===== config.mk =====
export PLATFORM = sky130hd
export DESIGN_NAME = prhg_gate
export DESIGN_NICKNAME = d
export VERILOG_FILES = /design/src/design/prhg_sync.v /design/src/design/prhg_online_test.v /design/src/design/prhg_gate.v
export VERILOG_INCLUDE_DIRS = /design/src /design/src/design
export SDC_FILE = /design/constraint.sdc
export NUM_CORES = 1
export LEC_CHECK = 0
export CAP_MARGIN = 10
export CORE_ASPECT_RATIO = 1.4
export CORE_MARGIN = 2
export CORE_UTILIZATION = 60
export CTS_BUF_LIST = sky130_fd_sc_hd__clkbuf_8
export CTS_CLUSTER_SIZE = 12
export DETAILED_ROUTE_END_ITERATION = 12
export DONT_BUFFER_PORTS = 1
export PLACE_DENSITY_LB_ADDON = 0.25
export RECOVER_POWER = 50
export SLEW_MARGIN = 20
export SYNTH_ARGS = -nofsm -noshare
export SYNTH_HDL_FRONTEND = slang
export SYNTH_HIERARCHICAL = 1
export SYNTH_SLANG_ARGS = --single-unit

===== constraint.sdc =====
create_clock -name clk -period 2.6 [get_ports clk]
set_input_delay 0.52 -clock clk [delete_from_list [all_inputs] [get_ports clk]]
set_output_delay 0.52 -clock clk [all_outputs]
set_load 0.02 [all_outputs]

===== src/design/prhg_consts.vh =====
`ifndef PRHG_CONSTS_VH
`define PRHG_CONSTS_VH
// octet width of the output
`define PRHG_OCTET_W 8
// total-failure test: longest run of equal raw bits tolerated, not counting the first bit of the run
`define PRHG_TF_RUN_MAX 16'h0040
// total-failure test: longest silence of the raw strobe, in clocks
`define PRHG_TF_IDLE_MAX 16'h0100
// online test window length in raw bits
`define PRHG_OT_WIN 16'h0400
// tolerated ones count bounds within one window
`define PRHG_OT_ONES_MIN 16'h01C0
`define PRHG_OT_ONES_MAX 16'h0240
// periodic mode: idle raw bits between two test windows
`define PRHG_OT_GAP 16'h1000
// mode select encoding
`define PRHG_MODE_PERIODIC 1'b0
`define PRHG_MODE_CONTINUOUS 1'b1
`endif


===== src/design/prhg_sync.v =====
`timescale 1ns/1ns
// two-stage synchroniser for raw pin inputs
module prhg_sync #(
  parameter W = 2
) (
  input  wire         clk,
  input  wire         nrst,
  input  wire         ce,
  input  wire [W-1:0] din,
  output wire [W-1:0] dout
);
  reg [W-1:0] stage1_reg;
  reg [W-1:0] stage2_reg;
  always @(posedge clk or negedge nrst) begin
    if (!nrst) begin
      stage1_reg <= {W{1'b0}};
      stage2_reg <= {W{1'b0}};
    end else if (ce) begin
      stage1_reg <= din;
      stage2_reg <= stage1_reg;
    end
  end
  assign dout = stage2_reg;
endmodule


===== src/design/prhg_online_test.v =====
`timescale 1ns/1ns
`include "prhg_consts.vh"
// monobit window test: counts ones over a window and checks the bounds
module prhg_online_test #(
  parameter WIN      = `PRHG_OT_WIN,
  parameter ONES_MIN = `PRHG_OT_ONES_MIN,
  parameter ONES_MAX = `PRHG_OT_ONES_MAX
) (
  input  wire clk,
  input  wire nrst,
  input  wire ce,
  input  wire restart,
  input  wire bitValid,
  input  wire rawBit,
  output reg  done,
  output reg  pass
);
  reg [15:0] bitCount_reg;
  reg [15:0] ones_reg;
  wire [15:0] onesNow = ones_reg + {15'h0000, rawBit};
  always @(posedge clk or negedge nrst) begin
    if (!nrst) begin
      bitCount_reg <= 16'h0000;
      ones_reg     <= 16'h0000;
      done         <= 1'b0;
      pass         <= 1'b0;
    end else if (ce) begin
      done <= 1'b0;
      if (restart) begin
        bitCount_reg <= 16'h0000;
        ones_reg     <= 16'h0000;
      end else if (bitValid) begin
        if (bitCount_reg == WIN[15:0] - 16'h0001) begin
          bitCount_reg <= 16'h0000;
          ones_reg     <= 16'h0000;
          done         <= 1'b1;
          pass         <= (onesNow >= ONES_MIN[15:0]) && (onesNow <= ONES_MAX[15:0]);
        end else begin
          bitCount_reg <= bitCount_reg + 16'h0001;
          ones_reg     <= onesNow;
        end
      end
    end
  end
endmodule


===== src/design/prhg_gate.v =====
`timescale 1ns/1ns
`include "prhg_consts.vh"
module prhg_gate #(
  parameter TF_RUN_MAX  = `PRHG_TF_RUN_MAX,
  parameter TF_IDLE_MAX = `PRHG_TF_IDLE_MAX,
  parameter OT_WIN      = `PRHG_OT_WIN,
  parameter OT_ONES_MIN = `PRHG_OT_ONES_MIN,
  parameter OT_ONES_MAX = `PRHG_OT_ONES_MAX,
  parameter OT_GAP      = `PRHG_OT_GAP
) (
  input  wire       clk,
  input  wire       nrst,
  input  wire       ce,
  input  wire       rngEnable,
  input  wire       testMode,
  input  wire       selfTestStart,
  input  wire       rawBitPin,
  input  wire       rawStrobePin,
  input  wire       octetRead,
  output reg  [7:0] octetData,
  output wire       octetValid,
  output reg        selfTestBusy,
  output reg        selfTestPass,
  output reg        selfTestDone,
  output reg        totalFailure,
  output reg        onlineDefect,
  output reg        healthReady
);
  localparam [3:0] ST_OFF     = 4'b0001;
  localparam [3:0] ST_STARTUP = 4'b0010;
  localparam [3:0] ST_RUN     = 4'b0100;
  localparam [3:0] ST_FAIL    = 4'b1000;

  wire [1:0] pinSync;
  wire       rawBit;
  wire       strobeLvl;
  reg        strobePrev_reg;
  wire       bitValid;

  reg [3:0]  state_reg;
  reg [3:0]  state_next;
  reg [15:0] runLen_reg;
  reg        lastBit_reg;
  reg [7:0]  shift_reg;
  reg [2:0]  bitCnt_reg;
  reg        fresh_reg;
  reg        testing_reg;
  reg [15:0] gap_reg;
  reg [15:0] idle_reg;
  reg        modeCont_reg;
  wire       otDone;
  wire       otPass;
  wire       tfHit;
  wire       tfRun;
  wire       tfIdle;
  wire       otRestart;
  wire       otBitValid;
  wire       healthy;

  // raw source comes from the analog domain, so resynchronise it first
  prhg_sync #(
    .W (2)
  ) u_sync (
    .clk  (clk),
    .nrst (nrst),
    .ce   (ce),
    .din  ({rawStrobePin, rawBitPin}),
    .dout (pinSync)
  );
  assign rawBit    = pinSync[0];
  assign strobeLvl = pinSync[1];
  assign bitValid  = strobeLvl & ~strobePrev_reg;

  always @(posedge clk or negedge nrst) begin
    if (!nrst) begin
      strobePrev_reg <= 1'b0;
    end else if (ce) begin
      strobePrev_reg <= strobeLvl;
    end
  end

  // a stuck source shows as an over-long run of equal bits
  assign tfRun  = bitValid && (rawBit == lastBit_reg) && (runLen_reg >= TF_RUN_MAX[15:0]);
  // a dead source stops strobing, and the run test alone would never fire then
  assign tfIdle = (state_reg != ST_OFF) && (idle_reg >= TF_IDLE_MAX[15:0]);
  assign tfHit  = tfRun || tfIdle;

  always @(posedge clk or negedge nrst) begin
    if (!nrst) begin
      runLen_reg  <= 16'h0000;
      lastBit_reg <= 1'b0;
    end else if (ce) begin
      if (state_reg == ST_OFF) begin
        runLen_reg <= 16'h0000;
      end else if (bitValid) begin
        lastBit_reg <= rawBit;
        if (rawBit == lastBit_reg) begin
          if (runLen_reg != 16'hFFFF) begin
            runLen_reg <= runLen_reg + 16'h0001;
          end
        end else begin
          runLen_reg <= 16'h0000;
        end
      end
    end
  end

  always @(posedge clk or negedge nrst) begin
    if (!nrst) begin
      idle_reg <= 16'h0000;
    end else if (ce) begin
      if (state_reg == ST_OFF || bitValid) begin
        idle_reg <= 16'h0000;
      end else if (idle_reg != 16'hFFFF) begin
        idle_reg <= idle_reg + 16'h0001;
      end
    end
  end

  // online test is restarted on entry to start-up and by a self-test request
  assign otRestart = (state_reg == ST_OFF) || (selfTestStart && !selfTestBusy);

  assign otBitValid = bitValid && testing_reg;

  prhg_online_test #(
    .WIN      (OT_WIN),
    .ONES_MIN (OT_ONES_MIN),
    .ONES_MAX (OT_ONES_MAX)
  ) u_ot (
    .clk      (clk),
    .nrst     (nrst),
    .ce       (ce),
    .restart  (otRestart),
    .bitValid (otBitValid),
    .rawBit   (rawBit),
    .done     (otDone),
    .pass     (otPass)
  );

  // the schedule is fixed while the generator runs, so a mode change cannot cut a
  // window short; software changes the mode with the generator off
  always @(posedge clk or negedge nrst) begin
    if (!nrst) begin
      modeCont_reg <= `PRHG_MODE_PERIODIC;
    end else if (ce) begin
      if (state_reg == ST_OFF) begin
        modeCont_reg <= testMode;
      end
    end
  end

  // scheduling: continuous keeps testing, periodic idles for a gap between windows
  always @(posedge clk or negedge nrst) begin
    if (!nrst) begin
      testing_reg <= 1'b1;
      gap_reg     <= 16'h0000;
    end else if (ce) begin
      if (otRestart || state_reg == ST_STARTUP) begin
        testing_reg <= 1'b1;
        gap_reg     <= 16'h0000;
      end else if (modeCont_reg == `PRHG_MODE_CONTINUOUS) begin
        testing_reg <= 1'b1;
      end else if (otDone) begin
        testing_reg <= 1'b0;
        gap_reg     <= 16'h0000;
      end else if (!testing_reg && bitValid) begin
        if (gap_reg >= OT_GAP[15:0] - 16'h0001) begin
          testing_reg <= 1'b1;
        end else begin
          gap_reg <= gap_reg + 16'h0001;
        end
      end
    end
  end

  always @* begin
    state_next = state_reg;
    case (state_reg)
      ST_OFF: begin
        if (rngEnable) begin
          state_next = ST_STARTUP;
        end
      end
      ST_STARTUP: begin
        if (!rngEnable) begin
          state_next = ST_OFF;
        end else if (tfHit || (otDone && !otPass)) begin
          state_next = ST_FAIL;
        end else if (otDone && otPass) begin
          state_next = ST_RUN;
        end
      end
      ST_RUN: begin
        if (!rngEnable) begin
          state_next = ST_OFF;
        end else if (tfHit || (otDone && !otPass)) begin
          state_next = ST_FAIL;
        end
      end
      ST_FAIL: begin
        // failure is sticky until the generator is switched off
        if (!rngEnable) begin
          state_next = ST_OFF;
        end
      end
      default: begin
        state_next = ST_FAIL;
      end
    endcase
  end

  always @(posedge clk or negedge nrst) begin
    if (!nrst) begin
      state_reg   <= ST_OFF;
      healthReady <= 1'b0;
    end else if (ce) begin
      state_reg   <= state_next;
      healthReady <= (state_next == ST_RUN);
    end
  end

  // failure flags are sticky; only switching the generator off clears them
  always @(posedge clk or negedge nrst) begin
    if (!nrst) begin
      totalFailure <= 1'b0;
      onlineDefect <= 1'b0;
    end else if (ce) begin
      if (state_next == ST_OFF) begin
        totalFailure <= 1'b0;
        onlineDefect <= 1'b0;
      end else begin
        if (tfHit) begin
          totalFailure <= 1'b1;
        end
        if (otDone && !otPass) begin
          onlineDefect <= 1'b1;
        end
      end
    end
  end

  // octet assembly; any health loss discards the partial and the held octet
  always @(posedge clk or negedge nrst) begin
    if (!nrst) begin
      shift_reg  <= 8'h00;
      bitCnt_reg <= 3'h0;
      fresh_reg  <= 1'b0;
      octetData  <= 8'h00;
    end else if (ce) begin
      if (state_next != ST_RUN || state_reg != ST_RUN) begin
        bitCnt_reg <= 3'h0;
        fresh_reg  <= 1'b0;
      end else begin
        if (octetRead && fresh_reg) begin
          fresh_reg <= 1'b0;
        end
        if (bitValid) begin
          shift_reg  <= {shift_reg[6:0], rawBit};
          bitCnt_reg <= bitCnt_reg + 3'h1;
          // an octet that completes while one is pending is dropped unless that one is read in the same cycle; data moves under valid only on a read
          if (bitCnt_reg == 3'h7 && (!fresh_reg || octetRead)) begin
            octetData <= {shift_reg[6:0], rawBit};
            fresh_reg <= 1'b1;
          end
        end
      end
    end
  end

  // the entropy bound is a property of the analog source, not checked here
  assign healthy    = healthReady && !totalFailure && !onlineDefect;
  assign octetValid = fresh_reg && healthy;

  // self-test: one full online window, ended early by a total failure
  always @(posedge clk or negedge nrst) begin
    if (!nrst) begin
      selfTestBusy <= 1'b0;
      selfTestPass <= 1'b0;
      selfTestDone <= 1'b0;
    end else if (ce) begin
      if (selfTestStart && !selfTestBusy) begin
        selfTestBusy <= 1'b1;
        selfTestDone <= 1'b0;
      end else if (selfTestBusy) begin
        // a dead source never finishes a window, so a total failure ends the test
        if (tfHit) begin
          selfTestBusy <= 1'b0;
          selfTestDone <= 1'b1;
          selfTestPass <= 1'b0;
        end else if (otDone) begin
          selfTestBusy <= 1'b0;
          selfTestDone <= 1'b1;
          selfTestPass <= otPass;
        end
      end
    end
  end
endmodule


==> impl_results.md, run 1 <==
- Critical path's top delay family: simple AND/OR/NAND/NOR gates
- Least-Margin Pin Slew: 0.611 ns
- Status: finished with violations
- Via count: 5343
- CTS buffer count: 17
- Multi-input logic area: 3340 µm²
- Post-CTS setup buffers: 0
- WL/cell: between 15 and 20 µm
- Endpoint class of the critical path: flip-flop
- Post-DP HPWL: 9980 µm
- Async S/R FF share, synth: 100%
- CTS resizes: 0
- Max frequency: between 400 and 500 MHz
- Worst path slowest cell: or4b_1
- Top-area cell type share of the netlist area: around 45%
- Post-synthesis net count: 703
- Placement Rows: 45
- # Max-Cap Violations: 0
- Startpoint Class: flip-flop
- WHS: -0.221 ns
- Setup TNS: 0 ns
- Routability congestion estimate: 0.890
- Port Buffers: 0
- RSZ-0062 raised after global routing: false
- Root buffer cell: clkbuf_8
- Worst VDD drop: 0.413 mV
- Detail Route Antenna Nets: 0
- Core area: 10800 µm²
- Initial antenna violation count: 1
- Clock-pin slew on the worst setup and hold paths: 0.07 ns
- Clk_lat worst skew: 0.43 ns
- Fin. Hold Viols: 118
- Global-route usage over all layers: 25.8%
- Die Footprint: 11700 µm²
- Top Ports: 24
- Drc violations: 0
- Most common cell after layout, fill and taps aside: dfrtp_1
- Initial core utilization: 60.7%
- CP cell instances: or4b_1 -> buf_4 -> a211oi_2 -> nand3_1 -> or3_1 -> a21oi_1
- Final slew viol count: 0
- Cell area after technology mapping: 6530 µm²
- Most used DFF post-synth: dfrtp_1
- Diode count: 0
- Vias in the first global route: about 5300
- First-pass GRT wire length: 24500 µm
- PwrDens: 703 nW/µm²
- Post-synth EDFFs: 0
- Die Ht: 127 µm
- H-tree depth: 4
- Crit path largest cell delay: 0.60 ns
- Max transition margin: 59.1%
- Max Buffers Root-to-Sink: 2
- Hold WC Path Type: in -> async
- FF+latch count, synth: 119
- Largest fanout on the critical path: 7
- Crit path DAT: between 2 and 3 ns
- Cell variety after synth: 76
- Min cycle time layout: 2.34 ns
- Sequential area share after synthesis: about 46%
- Syn. warnings: 6
- Worst path required time: 2.95 ns
- Width of the chip: 92.2 µm
- Clock skew: 0.00939 ns
- Avg Inst Size Synth: 9.55 µm²
- Failing checks: hold timing
- Post-Route WL: ~14000 µm
- Fill cell count: about 850
- DR vias/cell: roughly 6.3
- Final setup viols: 0
- CTS tree: yes
- Initial DRC Count: 369
- Total gr overflow: 0
- Pleak: roughly 3.0 nW
- Final net count: 715
- Commonest cells after routing, fill and taps aside: dfrtp_1 (117), nand2_1 (66), o21ai_0 (57), nor2_1 (52), nand3_1 (35)
- Mapped Cells: slightly below 700
- Synth area leader: dfrtp_1
- Largest net degree at the start of global routing: 120
- Top post-synthesis cells by area: dfrtp_1 (45%), o21ai_0 (4.4%), nand2_1 (3.8%)
- Initial DRT Pass Iterations: 5
- Type of the worst setup path: reg -> reg
- Sequential Area: 2980 µm²
- Sinks on Clock Net: 119
- Total Power: 5.03 mW
- Layout overhead on the synthesized area: 9.46%
- Worst Path Buf+Inv: 1
- Fin crit share: 90.1%
- Layout cell share with drive strength beyond 1: 14.5%
-- layout make-up --
| cell class | instances | share of cell area [%] |
|---|---|---|
| clock buffer | 20 | 3.85 |
| multi-input combinational | 518 | 46.7 |
| clock inverter | 12 | 1.77 |
| timing repair buffer | 24 | 2.70 |
| sequential | 119 | 41.7 |
| inverter | 16 | 0.840 |
| tap | 141 | 2.47 |
-- cell families (layout without fill, tap and decap cells) --
logic type / after synthesis / count (layout) / synth area share [%]
AND/OR/NAND/NOR: 281 / 281 / 23.6
AO/OA/AOI/OAI: 174 / 174 / 17.6
flip-flops: 119 / 119 / 45.6
buffers and inverters: 47 / 72 / 3.26
XOR/XNOR: 30 / 30 / 4.02
multiplexers: 23 / 23 / 3.93
adder cells (fa/ha/maj): 10 / 10 / 1.92
-- power breakdown --
| part | internal [mW] | total (mW) | leakage, nW | switching, mW |
|---|---|---|---|---|
| clock | 0.922 | 1.66 | 0.198 | 0.740 |
| sequential | 2.03 | 2.25 | 1.62 | 0.219 |
| combinational | 0.455 | 1.12 | 1.18 | 0.665 |
-- per-stage QoR --
step                      util (%)  cell area [µm²]  setup slack, ns  hold WS, ns  instances
after floorplan                  -             6530            0.271        0.224        684
after global placement        62.7             6750            0.370        0.230        818
after detailed placement      62.7             6750            0.309        0.229        818
after CTS                     66.5             7150            0.303       -0.246        850
after global routing          66.5             7150           0.0973       -0.248        850
final                         66.5             7150            0.257       -0.221        850
-- per-layer routing --
layer	routed length, µm	up-vias	track usage (%)
met5	11	-	0
met4	369	2	11.6
met3	687	36	6.43
met2	7360	133	44.6
met1	5740	2606	30.4
li1	-	2566	-
-- worst paths after layout --
path	start	endpoint	slack (ns)	depth (start not counted)
setup / recovery	state_reg[3]	runLen_reg[13]	0.26	6
hold / removal	nrst	gap_reg[3]	-0.22	0
setup reg to reg	state_reg[3]	runLen_reg[13]	0.26	6
hold reg to reg	gap_reg[14]	gap_reg[14]	0.49	1
max in group asynchronous	nrst	state_reg[0]	2.54	0
min in group clk	ce	healthReady	0.20	1
-- cells in the mapped netlist, drive strengths merged (6+ instances only) --
master / count
clkbuf: 15
and3: 12
ha: 10
inv: 16
dfrtp: 117
buf: 16
nand3: 39
nand4: 22
xor2: 15
xnor2: 15
nand2: 66
or4: 10
or3: 11
nand2b: 8
nor3: 13
a21oi: 34
mux2: 21
and4: 8
nor2b: 8
a211oi: 7
a31oi: 6
nor4: 14
nor2: 53
o21ai: 62
o31ai: 22
Power figures use the tool's default switching activity.
==> run 2, diff against run 1 <==
- CORE_UTILIZATION: 60 -> 65
==> run 2 against run 1 <==
  * The run still ends with hold timing left
  * Sequential cell count unchanged
  * Via count is 1.1% higher
  * Non-clock buffer count shrank 2
  * Worst hold slack lost 0.011 ns
  * Sequential share of layout area is 0.17 points lower
  * Count of clock-buffer cells in the layout down 2
  * Final cell count shrank 0.94%
  * Sequential power is essentially flat
  * Maximum frequency is 3.2% lower
  * Largest cell class unchanged
==> impl_results.md, run 2 (synthesis results as in run 1) <==
- Critical Path Source: u_sync/dout[0]
- Final setup viols: 0 (unchanged)
- Max frequency: 413 MHz (-3.2%)
- Top Ports: 24 (unchanged)
- Largest net degree at the start of global routing: 120 (unchanged)
- WL/cell: 17.2 µm (+3.2%)
- Clock skew: 0.0108 ns (+0.00139 ns)
- CTS tree: yes
- Fin. Hold Viols: 119 (+0.85%)
- Post-CTS setup buffers: 0 (unchanged)
- Layout cell share with drive strength beyond 1: 14.3% (-0.24 points)
- Placement Rows: 43 (-4.4%)
- RR Startpoint: u_sync/dout[0]
- Sinks on Clock Net: 119 (unchanged)
- Port Buffers: 0 (unchanged)
- Width of the chip: 88.7 µm (-3.7%)
- Min cycle time layout: 2.42 ns (+0.0778 ns)
- Drc violations: 0 (unchanged)
- # Max-Cap Violations: 0 (unchanged)
- Crit path DAT: 2.78 ns (+0.08 ns)
- Initial antenna violation count: 0 (-1)
- Worst path required time: 2.96 ns (about the same)
- PwrDens: 734 nW/µm² (+4.4%)
- Status: finished with violations
- Fin crit share: 93.1% (+3.0 points)
- Final slew viol count: 0 (unchanged)
- Clk_lat worst skew: 0.44 ns (about the same)
- CTS buffer count: 17 (unchanged)
- Max transition margin: 53.3% (-5.7 points)
- Largest fanout on the critical path: 7 (unchanged)
- Placed Cells: 810 (-0.98%)
- Commonest cells after routing, fill and taps aside: dfrtp_1 (117), nand2_1 (66), o21ai_0 (57), nor2_1 (52), nand3_1 (35)
- Pleak: 3.02 nW (+0.53%)
- Initial DRT Pass Iterations: 5 (unchanged)
- Root buffer cell: clkbuf_8
- First-pass GRT wire length: 24500 µm (unchanged)
- H-tree depth: 4 (unchanged)
- Most common cell after layout, fill and taps aside: dfrtp_1
- Setup TNS: 0 ns (unchanged)
- WHS: -0.232 ns (-0.0113 ns)
- Detail Route Antenna Nets: 0 (unchanged)
- Clock-pin slew on the worst setup and hold paths: 0.07 ns (about the same)
- RSZ-0062 raised after global routing: false
- Type of the worst setup path: reg -> reg
- Post-Layout Cell Count: 842 (-0.94%)
- Final net count: 713 (-0.28%)
- Initial DRC Count: 347 (-6.0%)
- Routability congestion estimate: 0.874 (-1.7%)
- Die Footprint: 10900 µm² (-7.4%)
- DR vias/cell: 6.42 (+2.1%)
- Die Ht: 123 µm (-3.8%)
- Worst VDD drop: 0.612 mV (+48%)
- Core area: 9850 µm² (-8.4%)
- Failing checks: hold timing
- CTS resizes: 0 (unchanged)
- Vias in the first global route: 5244 (-0.76%)
- Via count: 5403 (+1.1%)
- Startpoint Class: flip-flop
- Initial core utilization: 66.3% (+5.6 points)
- Post-Route WL: 14500 µm (+2.3%)
- Post-DP HPWL: 9770 µm (-2.1%)
- Global-route usage over all layers: 28.7% (+2.8 points)
- Layout overhead on the synthesized area: 9.90%
- Least-Margin Pin Slew: 0.694 ns (+0.0836 ns)
- Total gr overflow: 0 (unchanged)
- Hold WC Path Type: in -> async
- Endpoint class of the critical path: flip-flop
- Diode count: 0 (unchanged)
- Max Buffers Root-to-Sink: 2 (unchanged)
- Setup slack, reg-to-reg: 0.18 ns (-0.08 ns)
[run 2: cell count changes in the layout (fill, tap and decap cells not counted)]
cell | previous run | this run
bufinv_16 | 2 | 5
clkinvlp_4 | 4 | 3
clkbuf_8 | 20 | 18
clkinv_2 | 3 | 4
buf_4 | 23 | 21
clkinv_4 | 1 | 0
[run 2: stage by stage]
step / setup slack (ns) / utilization (%) / power (mW) / hold slack, ns / instance area (µm²)
2_1_floorplan: 0.271 / - / 3.04 / 0.224 / 6530
3_3_place_gp: 0.319 / 68.3 / 3.31 / 0.229 / 6730
3_5_place_dp: 0.235 / 68.3 / 3.36 / 0.229 / 6730
4_1_cts: 0.201 / 72.9 / 5.28 / -0.253 / 7180
5_1_grt: 0.0455 / 72.9 / 5.53 / -0.253 / 7180
6_report: 0.180 / 72.9 / 5.27 / -0.232 / 7180
[run 2: area by class of cell]
cell class / instances / area, µm²
timing repair buffer: 22 / 178
clock buffer: 18 / 248
inverter: 16 / 60.1
tap: 135 / 169
fill: 717 / 2670
clock inverter: 14 / 205
multi-input combinational: 518 / 3340
sequential: 119 / 2980
[run 2: worst paths after layout]
check                                end  cells past startpoint
max in group asynchronous   state_reg[0]                      0
max                        runLen_reg[2]                      6
min in group clk            state_reg[2]                      1
max reg2reg                runLen_reg[2]                      6
min                           gap_reg[8]                      0
min reg2reg                  gap_reg[13]                      1
[run 2: report_power, final]
part | leakage, nW | total, mW | switching (mW) | internal [mW]
registers | 1.62 | 2.23 | 0.204 | 2.03
clock network | 0.226 | 1.91 | 0.752 | 1.16
logic | 1.17 | 1.13 | 0.688 | 0.441
[run 2: worst max-delay path, stage by stage (launching register included)]
cell and delay [ns]:
dfrtp_1 0.46, xor2_1 0.23, or4b_1 0.56, o31ai_1 0.63
buf_4 0.25, nor2_1 0.04, nor3_1 0.17
[run 2: metal layers]
metal | vias up | GRT usage [%] | routed length, µm
met4 | 0 | 12.9 | 412
met3 | 41 | 7.26 | 793
met5 | - | 0 | 0
met1 | 2629 | 35.4 | 5790
li1 | 2567 | - | -
met2 | 166 | 46.9 | 7490
